$ cat src/rtl/exec_defs.svh
`ifndef EXEC_DEFS_SVH
`define EXEC_DEFS_SVH

// register byte offsets, compared against haddr[11:0]
`define A_INSTR      12'h000
`define A_ACC        12'h004
`define A_STAT       12'h008
`define A_PAGE       12'h00c
`define A_PC         12'h010
// file window: haddr[11:9] == 3'h1, file index in haddr[8:2]
`define A_FILE_HI    3'h1
`define A_FILE_SEL   11:9
`define A_FILE_IDX   8:2
`define A_LOW        11:0

// instruction word fields
`define INSTR_OP     2:0
`define INSTR_DST    3
`define INSTR_K      14:4

// status word bit positions
`define STAT_C       0
`define STAT_Z       2
`define STAT_BUSY    8

// operand field slices and jump target assembly
`define K_LOW        10:0
`define K_LIT        7:0
`define K_FILE       6:0
`define PAGE_HI      4:3
`define PC_W         13

// reset values and constants
`define RST_BYTE     8'h00
`define RST_PC       13'h0000
`define PC_STEP      13'h0001
`define BYTE_ONE     8'h01
`define FILE_DEPTH   128
`define RD_ZERO      32'h0000_0000

`endif

$ cat src/rtl/exec_pkg.sv
`default_nettype none
package exec_pkg;

  // operations that software can launch through the instruction register
  typedef enum logic [2:0] {
    OP_NOP                    = 3'h0,
    OP_JUMP_UNCONDITIONAL     = 3'h1,
    OP_OR_LITERAL_INTO_ACC    = 3'h2,
    OP_OR_ACC_WITH_FILE       = 3'h3,
    OP_INCREMENT_FILE         = 3'h4,
    OP_ROTATE_LEFT_THRU_CARRY = 3'h5
  } op_e;

  // sequencer states, gray along idle -> exec -> second jump cycle
  typedef enum logic [1:0] {
    ST_IDLE  = 2'b00,
    ST_EXEC  = 2'b01,
    ST_JUMP2 = 2'b11
  } state_e;

endpackage
`default_nettype wire

$ cat src/rtl/branch_or_inc_rotate_exec.sv
// The implementer's own choices: the AHB-Lite interface to the registers and the address map.
`include "exec_defs.svh"
`default_nettype none
// Operation
// RULE_01: jump puts eleven-bit operand into pc[10:0]
// RULE_02: jump fills pc[12:11] from page latch[4:3]
// RULE_03: jump unconditional, two cycles, flags untouched
// RULE_04: or literal into acc, zero flag only
// RULE_05: increment file, destination bit picks target
// RULE_06: or acc with file, destination picks target
// RULE_07: rotate left through carry, carry only
// RULE_08: msb to carry, carry to lsb
module branch_or_inc_rotate_exec
  import exec_pkg::*;
(
  input  wire logic        mclk_i,
  input  wire logic        rst_n_i,
  input  wire logic        hsel_i,
  input  wire logic [31:0] haddr_i,
  input  wire logic [1:0]  htrans_i,
  input  wire logic        hwrite_i,
  input  wire logic [2:0]  hsize_i,
  input  wire logic [31:0] hwdata_i,
  input  wire logic        hready_i,
  output logic      [31:0] hrdata_o,
  output logic             hreadyout_o,
  output logic             hresp_o,
  output logic      [12:0] pc_o,
  output logic             busy_o
);

  // latched instruction and sequencer
  state_e      state_reg;          // sequencer state
  op_e         op_reg;             // operation being executed
  logic        dst_reg;            // destination bit
  logic [10:0] k_reg;              // operand field
  // architectural state
  logic [7:0]  acc_reg;            // working register
  logic        carry_reg;          // carry flag
  logic        zero_reg;           // zero flag
  logic [7:0]  page_reg;           // program_page_latch
  logic [7:0]  file_mem_reg [`FILE_DEPTH]; // file registers
  // bus data-phase bookkeeping
  logic        dph_wr_reg;         // write data phase in progress
  logic        dph_rd_reg;         // read wait state in progress
  logic [11:0] dph_addr_reg;       // address of the data phase
  // datapath results
  logic [7:0]  fval;               // selected file register
  logic [7:0]  res;                // operation result
  logic        acc_we;             // result goes to accumulator
  logic        file_we;            // result goes to file register
  logic        zero_we;            // operation updates zero
  logic        carry_we;           // operation updates carry
  logic        carry_new;          // new carry value
  logic [12:0] target;             // jump target
  logic        addr_ok;            // address phase accepted
  logic        wr_ok;              // bus write may commit
  logic        exec_now;           // execute cycle
  logic [7:0]  bus_byte;           // low byte of write data

  // true when the data-phase address hits a given register
  function automatic logic hit(input logic [11:0] a,
                               input logic [11:0] off);
    hit = (a == off);
  endfunction

  // true when the address falls in the file window
  function automatic logic in_file(input logic [11:0] a);
    in_file = (a[`A_FILE_SEL] == `A_FILE_HI);
  endfunction

  assign addr_ok  = hsel_i & htrans_i[1] & hready_i;
  // writes arriving while busy are dropped: no race with the datapath
  assign wr_ok    = dph_wr_reg & (state_reg == ST_IDLE);
  assign exec_now = (state_reg == ST_EXEC);
  assign bus_byte = hwdata_i[7:0];
  assign fval     = file_mem_reg[k_reg[`K_FILE]];

  // datapath for the latched instruction
  exec_alu u_alu (
    .op_i        (op_reg),
    .dst_i       (dst_reg),
    .k_i         (k_reg),
    .acc_i       (acc_reg),
    .fval_i      (fval),
    .carry_i     (carry_reg),
    .page_i      (page_reg),
    .res_o       (res),
    .acc_we_o    (acc_we),
    .file_we_o   (file_we),
    .zero_we_o   (zero_we),
    .carry_we_o  (carry_we),
    .carry_new_o (carry_new),
    .target_o    (target)
  );

  // address phase capture; only whole-word single transfers are expected
  always_ff @(posedge mclk_i) begin
    if (!rst_n_i) begin
      dph_wr_reg   <= 1'b0;
      dph_addr_reg <= `A_INSTR;
    end else begin
      dph_wr_reg <= addr_ok & hwrite_i;
      // hold address through the read wait state
      if (addr_ok) begin
        dph_addr_reg <= haddr_i[`A_LOW];
      end
    end
  end

  // reads take one wait state so data reflects every earlier write
  always_ff @(posedge mclk_i) begin
    if (!rst_n_i) begin
      dph_rd_reg  <= 1'b0;
      hreadyout_o <= 1'b1;
    end else begin
      dph_rd_reg  <= addr_ok & ~hwrite_i;
      hreadyout_o <= ~(addr_ok & ~hwrite_i);
    end
  end

  // error response is never used
  always_ff @(posedge mclk_i) begin
    hresp_o <= 1'b0;
  end

  // read mux, registered at the end of the wait state
  always_ff @(posedge mclk_i) begin
    if (!rst_n_i) begin
      hrdata_o <= `RD_ZERO;
    end else if (dph_rd_reg) begin
      if (hit(dph_addr_reg, `A_ACC)) begin
        hrdata_o <= {24'h00_0000, acc_reg};
      end else if (hit(dph_addr_reg, `A_STAT)) begin
        hrdata_o <= `RD_ZERO;
        hrdata_o[`STAT_C]    <= carry_reg;
        hrdata_o[`STAT_Z]    <= zero_reg;
        hrdata_o[`STAT_BUSY] <= busy_o;
      end else if (hit(dph_addr_reg, `A_PAGE)) begin
        hrdata_o <= {24'h00_0000, page_reg};
      end else if (hit(dph_addr_reg, `A_PC)) begin
        hrdata_o <= {19'h0_0000, pc_o};
      end else if (in_file(dph_addr_reg)) begin
        hrdata_o <= {24'h00_0000,
                     file_mem_reg[dph_addr_reg[`A_FILE_IDX]]};
      end else begin
        // instruction register and holes read as zero
        hrdata_o <= `RD_ZERO;
      end
    end
  end

  // sequencer: a write to the instruction register launches one op
  always_ff @(posedge mclk_i) begin
    if (!rst_n_i) begin
      state_reg <= ST_IDLE;
      op_reg    <= OP_NOP;
      dst_reg   <= 1'b0;
      k_reg     <= 11'h000;
    end else begin
      case (state_reg)
        ST_IDLE: begin
          if (wr_ok && hit(dph_addr_reg, `A_INSTR)) begin
            op_reg    <= op_e'(hwdata_i[`INSTR_OP]);
            dst_reg   <= hwdata_i[`INSTR_DST];
            k_reg     <= hwdata_i[`INSTR_K];
            state_reg <= ST_EXEC;
          end
        end
        ST_EXEC: begin
          // jump has no condition and always takes a second cycle
          if (op_reg == OP_JUMP_UNCONDITIONAL) begin
            state_reg <= ST_JUMP2; // [RULE_03]
          end else begin
            state_reg <= ST_IDLE;
          end
        end
        ST_JUMP2: begin
          state_reg <= ST_IDLE;
        end
        default: begin
          state_reg <= ST_IDLE;
        end
      endcase
    end
  end

  // busy flag mirrors the sequencer, registered for the port
  always_ff @(posedge mclk_i) begin
    if (!rst_n_i) begin
      busy_o <= 1'b0;
    end else if (state_reg == ST_IDLE) begin
      busy_o <= wr_ok && hit(dph_addr_reg, `A_INSTR);
    end else begin
      busy_o <= (state_reg == ST_EXEC) &&
                (op_reg == OP_JUMP_UNCONDITIONAL);
    end
  end

  // program counter: target lands at end of second jump cycle
  always_ff @(posedge mclk_i) begin
    if (!rst_n_i) begin
      pc_o <= `RST_PC;
    end else if (state_reg == ST_JUMP2) begin
      pc_o <= target; // [RULE_01] [RULE_02]
    end else if (exec_now && op_reg != OP_JUMP_UNCONDITIONAL) begin
      // other operations simply step to the next word
      pc_o <= pc_o + `PC_STEP;
    end else if (wr_ok && hit(dph_addr_reg, `A_PC)) begin
      pc_o <= hwdata_i[`PC_W-1:0];
    end
  end

  // working register: datapath wins, bus may load it when idle
  always_ff @(posedge mclk_i) begin
    if (!rst_n_i) begin
      acc_reg <= `RST_BYTE;
    end else if (exec_now && acc_we) begin
      acc_reg <= res; // [RULE_04] [RULE_05] [RULE_06] [RULE_07]
    end else if (wr_ok && hit(dph_addr_reg, `A_ACC)) begin
      acc_reg <= bus_byte;
    end
  end

  // flags: each op touches only its own flag
  always_ff @(posedge mclk_i) begin
    if (!rst_n_i) begin
      carry_reg <= 1'b0;
      zero_reg  <= 1'b0;
    end else if (exec_now) begin
      if (zero_we) begin
        zero_reg <= (res == `RST_BYTE); // [RULE_04] [RULE_05] [RULE_06]
      end
      if (carry_we) begin
        carry_reg <= carry_new; // [RULE_07] [RULE_08]
      end
    end else if (wr_ok && hit(dph_addr_reg, `A_STAT)) begin
      carry_reg <= hwdata_i[`STAT_C];
      zero_reg  <= hwdata_i[`STAT_Z];
    end
  end

  // page latch, software only
  always_ff @(posedge mclk_i) begin
    if (!rst_n_i) begin
      page_reg <= `RST_BYTE;
    end else if (wr_ok && hit(dph_addr_reg, `A_PAGE)) begin
      page_reg <= bus_byte;
    end
  end

  // file registers: no reset, like ordinary data memory
  always_ff @(posedge mclk_i) begin
    if (exec_now && file_we) begin
      file_mem_reg[k_reg[`K_FILE]] <= res; // [RULE_05] [RULE_06]
    end else if (wr_ok && in_file(dph_addr_reg)) begin
      file_mem_reg[dph_addr_reg[`A_FILE_IDX]] <= bus_byte;
    end
  end
endmodule
`default_nettype wire

$ cat src/rtl/exec_alu.sv
`include "exec_defs.svh"
`default_nettype none
// combinational datapath for one instruction
module exec_alu
  import exec_pkg::*;
(
  input  wire op_e          op_i,
  input  wire logic         dst_i,
  input  wire logic [10:0]  k_i,
  input  wire logic [7:0]   acc_i,
  input  wire logic [7:0]   fval_i,
  input  wire logic         carry_i,
  input  wire logic [7:0]   page_i,
  output logic [7:0]        res_o,
  output logic              acc_we_o,
  output logic              file_we_o,
  output logic              zero_we_o,
  output logic              carry_we_o,
  output logic              carry_new_o,
  output logic [12:0]       target_o
);

  // result, write enables and flag effects per operation
  always_comb begin
    res_o       = `RST_BYTE;
    acc_we_o    = 1'b0;
    file_we_o   = 1'b0;
    zero_we_o   = 1'b0;
    carry_we_o  = 1'b0;
    carry_new_o = carry_i;
    // page bits on top, operand below; no flag touched [RULE_01] [RULE_02]
    target_o    = {page_i[`PAGE_HI], k_i[`K_LOW]};
    case (op_i)
      OP_OR_LITERAL_INTO_ACC: begin
        // literal always lands in the accumulator [RULE_04]
        res_o     = acc_i | k_i[`K_LIT];
        acc_we_o  = 1'b1;
        zero_we_o = 1'b1;
      end
      OP_OR_ACC_WITH_FILE: begin
        res_o     = acc_i | fval_i; // [RULE_06]
        acc_we_o  = ~dst_i;
        file_we_o = dst_i;
        zero_we_o = 1'b1;
      end
      OP_INCREMENT_FILE: begin
        res_o     = fval_i + `BYTE_ONE; // wraps 0xff -> 0x00 [RULE_05]
        acc_we_o  = ~dst_i;
        file_we_o = dst_i;
        zero_we_o = 1'b1;
      end
      OP_ROTATE_LEFT_THRU_CARRY: begin
        // msb out to carry, old carry into lsb [RULE_07] [RULE_08]
        res_o       = {fval_i[6:0], carry_i};
        acc_we_o    = ~dst_i;
        file_we_o   = dst_i;
        carry_we_o  = 1'b1;
        carry_new_o = fval_i[7];
      end
      default: begin
        // jump and unknown codes write no data
      end
    endcase
  end

endmodule
`default_nettype wire

$ cat config.mk
export PLATFORM = sky130hd
export DESIGN_NAME = branch_or_inc_rotate_exec
export DESIGN_NICKNAME = d
export VERILOG_FILES = /design/src/rtl/exec_pkg.sv /design/src/rtl/branch_or_inc_rotate_exec.sv /design/src/rtl/exec_alu.sv
export VERILOG_INCLUDE_DIRS = /design/src /design/src/rtl
export SDC_FILE = /design/constraint.sdc
export NUM_CORES = 2
export LEC_CHECK = 0
export BUFFER_PORTS_ARGS = -buffer_cell sky130_fd_sc_hd__buf_4
export CORE_ASPECT_RATIO = 0.7
export CORE_UTILIZATION = 57
export CTS_BUF_LIST = sky130_fd_sc_hd__clkbuf_16
export DETAILED_ROUTE_END_ITERATION = 6
export PLACE_DENSITY = 0.8
export SETUP_SLACK_MARGIN = 0.5
export SYNTH_ARGS = -nofsm -noshare
export SYNTH_HDL_FRONTEND = slang
export SYNTH_SLANG_ARGS = --single-unit
$ cat constraint.sdc
create_clock -name mclk_i -period 7.3 [get_ports mclk_i]
set_input_delay 1.46 -clock mclk_i [delete_from_list [all_inputs] [get_ports mclk_i]]
set_output_delay 1.46 -clock mclk_i [all_outputs]
set_load 0.03 [all_outputs]
==> out/metrics.yaml <==
power:
  power.leakage_nw: 17.7
  p_total_mw: 12.9
  power_density_nw_per_um2: 222
  peakVddDrop_uv: 197
timing:
  setup-violations-final: 0
  tns_ps: 0
  tightest_slew_ps: 1480
  finClkSkew_ps: 40.7
  period_share_pct: 82.7
  relSlewSlack_pct: 0.973
  min_period_ps: 6040
  hold_viol: 0
  setup_ws_ps: 1260
  slew_viol_final: 0
  clock.fmax_mhz: 166
  rsz0062_at_grt: "false"
floorplanning:
  die_w_um: 366
  start_util_pct: 57.5
  core_um2: 91900
  die_area_um2: 94000
  io_pins: 122
  die_h_um: 257
  rows: 93
clocking:
  cts_max_level: 3
  clk_latency_ps: 740
  holdBufCountCts: 0
  cts.sinks: 1115
  cts_buffer_depth: 3
  cts_resized: 0
  cts_tree: "done"
  cts-root-buf: "clkbuf_16"
  post_cts_buffers: 0
  numCtsBuffers: 103
  clk_pin_slew_ps: 60
outcome:
  violations: "DRC, capacitance limit"
  outcome: "finished with violations"
yosys:
  ys_async_sr_fraction_pct: 0
  synth.distinct_cells: 75
  synth_cells: 2883
  synth_flop_cell: "edfxtp_1"
  synth.ff_latch_count: 1115
  syn-cell-area_um2: 52800
  synth_warnings: 0
  syn_avg_cell_area_um2: 18.3
  synth_edf_count: 1024
  ys_seq_area_share_pct: 61.6
final_layout:
  multi_input_area_um2: 19100
  fin_util_pct: 63.2
  fin_area_um2: 58100
  drive_gt1_share_pct: 31.3
  nets: 3003
  regArea_um2: 32600
  syn_to_final_growth_pct: 10.0
  layout_common_cells: "edfxtp_1 (1,024), mux4_2 (596), nor2_1 (174)"
  layout_commonest_cell: "edfxtp_1"
  nFillCells: 6071
  largest_reg_flops: 1024
drt:
  viasPerCell: 7.64
  wl_met2_um: 68200
  wl_per_cell_um: 38.0
  drc_errors: 33
  maxUsedRoutingLayer: "met5"
  first_pass_iters: 7
  first_iter_violations: 5543
  final_antenna_net_count: 0
  vias: 32500
  met3WireLength_um: 30300
  wirelength_met1_um: 55800
  routed_wl_um: 162000
grt:
  grt_pass1_vias: 31300
  grt_overflow_total: 0
  grt_pass1_wl_um: 230000
  grt_usage_pct: 34.7
  antenna_found_initial: 7
  grt_max_degree: 129
worst_setup_path:
  crit_type: "flip-flop to flip-flop"
  r2r_cells: 11
  cp_max_fo: 56
  cp.required_ps: 7830
  endpoint_kind: "flip-flop"
  crit_end: "file_mem_reg[124][5]$_DFFE_PP_"
  r2r_end: "file_mem_reg[124][5]$_DFFE_PP_"
  arrival_ps: 6570
  cp-start-kind: "flip-flop"
  reg2reg_slack_ps: 1260
place:
  portBuffers: 60
  placed_cell_area_um2: 54700
  gp_congestion: 1.03
  place_hpwl_um: 104000
  preCtsSetupSlack_ps: 1400
flow_run:
  maxCapViolCount: 1
worst_hold_path:
  hold_class: "flip-flop to flip-flop"
-- cell families (layout without fill, tap and decap cells) --
group / after synthesis / count (layout) / share of synthesized area [%]
xor+xnor: 2 / 2 / 0.0332
fa+ha+maj: 2 / 2 / 0.0473
buf+inv: 251 / 364 / 2.43
other cells: 1 / 25 / 0.00710
mux: 710 / 710 / 27.6
flops: 1115 / 1115 / 61.6
simple gates: 511 / 511 / 4.44
compound gates: 291 / 291 / 3.79
-- area by class of cell --
| class | instances | share of cell area (%) |
|---|---|---|
| inverter | 17 | 0.112 |
| clock buffer | 105 | 4.52 |
| clock inverter | 88 | 1.36 |
| timing repair buffer | 154 | 2.38 |
| antenna | 5 | 0.0215 |
| sequential | 1115 | 56.1 |
| tap | 1235 | 2.66 |
| multi-input combinational | 1536 | 32.9 |
-- cells in the mapped netlist (12+ instances only) --
library cell	count	area [um2]
clkbuf_1	112	420
buf_4	31	233
nor2_1	174	653
a21oi_1	49	245
inv_1	15	56.3
and3_1	16	100
nand3_1	62	310
mux2i_1	97	971
buf_1	39	146
o211a_1	12	120
mux2_2	15	169
nor2b_1	27	169
buf_2	32	160
nand2_1	146	548
a22oi_1	32	240
buf_6	12	135
nand2b_1	28	175
a21boi_0	43	323
a221oi_1	13	114
a31oi_1	20	125
o22ai_1	12	75.1
o21ai_0	50	250
edfxtp_1	1024	30700
dfxtp_1	91	1820
mux4_2	596	13400
-- critical path, stage by stage, from the launching register on --
cell,delay [ps]
dfxtp_4,990
buf_4,480
nor2_1,330
a22oi_1,350
a31oi_1,330
a22oi_1,430
nand4_1,510
nor4_2,490
a21oi_1,110
o311ai_0,630
mux2_4,680
buf_12,310
-- metal layers --
metal / GRT usage, % / up-vias
met3: 16.3 / 513
met5: 2.33 / -
met2: 47.0 / 3131
li1: - / 12200
met1: 48.6 / 16700
met4: 13.2 / 10
-- how the worst min path moves through the flow --
stage / startpoint / to / slack (ps) / cells after the start
4_1_cts: k_reg[9]$_SDFFE_PN0P_ / k_reg[9]$_SDFFE_PN0P_ / 470 / 2
6_report: k_reg[9]$_SDFFE_PN0P_ / k_reg[9]$_SDFFE_PN0P_ / 470 / 2
5_1_grt: k_reg[9]$_SDFFE_PN0P_ / k_reg[9]$_SDFFE_PN0P_ / 480 / 2
3_5_place_dp: k_reg[9]$_SDFFE_PN0P_ / k_reg[9]$_SDFFE_PN0P_ / 460 / 2
2_1_floorplan: k_reg[9]$_SDFFE_PN0P_ / pc_o[9]$_SDFFE_PN0P_ / 440 / 2
3_3_place_gp: k_reg[8]$_SDFFE_PN0P_ / k_reg[8]$_SDFFE_PN0P_ / 460 / 2
-- power by group --
| part | internal [mW] | leakage (nW) | switching (mW) | total, mW |
|---|---|---|---|---|
| clock | 3.08 | 1.72 | 2.48 | 5.55 |
| sequential | 6.88 | 10.2 | 0.0270 | 6.91 |
| combinational | 0.197 | 5.76 | 0.259 | 0.456 |
| total | 10.2 | 17.7 | 2.76 | 12.9 |
-- metrics by stage --
| stage | hold slack [ps] | cells |
|---|---|---|
| finish | 468 | 4255 |
| global route | 485 | 4252 |
| CTS | 469 | 4250 |
| detailed placement | 459 | 4057 |
| global placement | 458 | 4057 |
| floorplan | 439 | 2902 |
No activity file was read; power rests on OpenSTA's default activity.
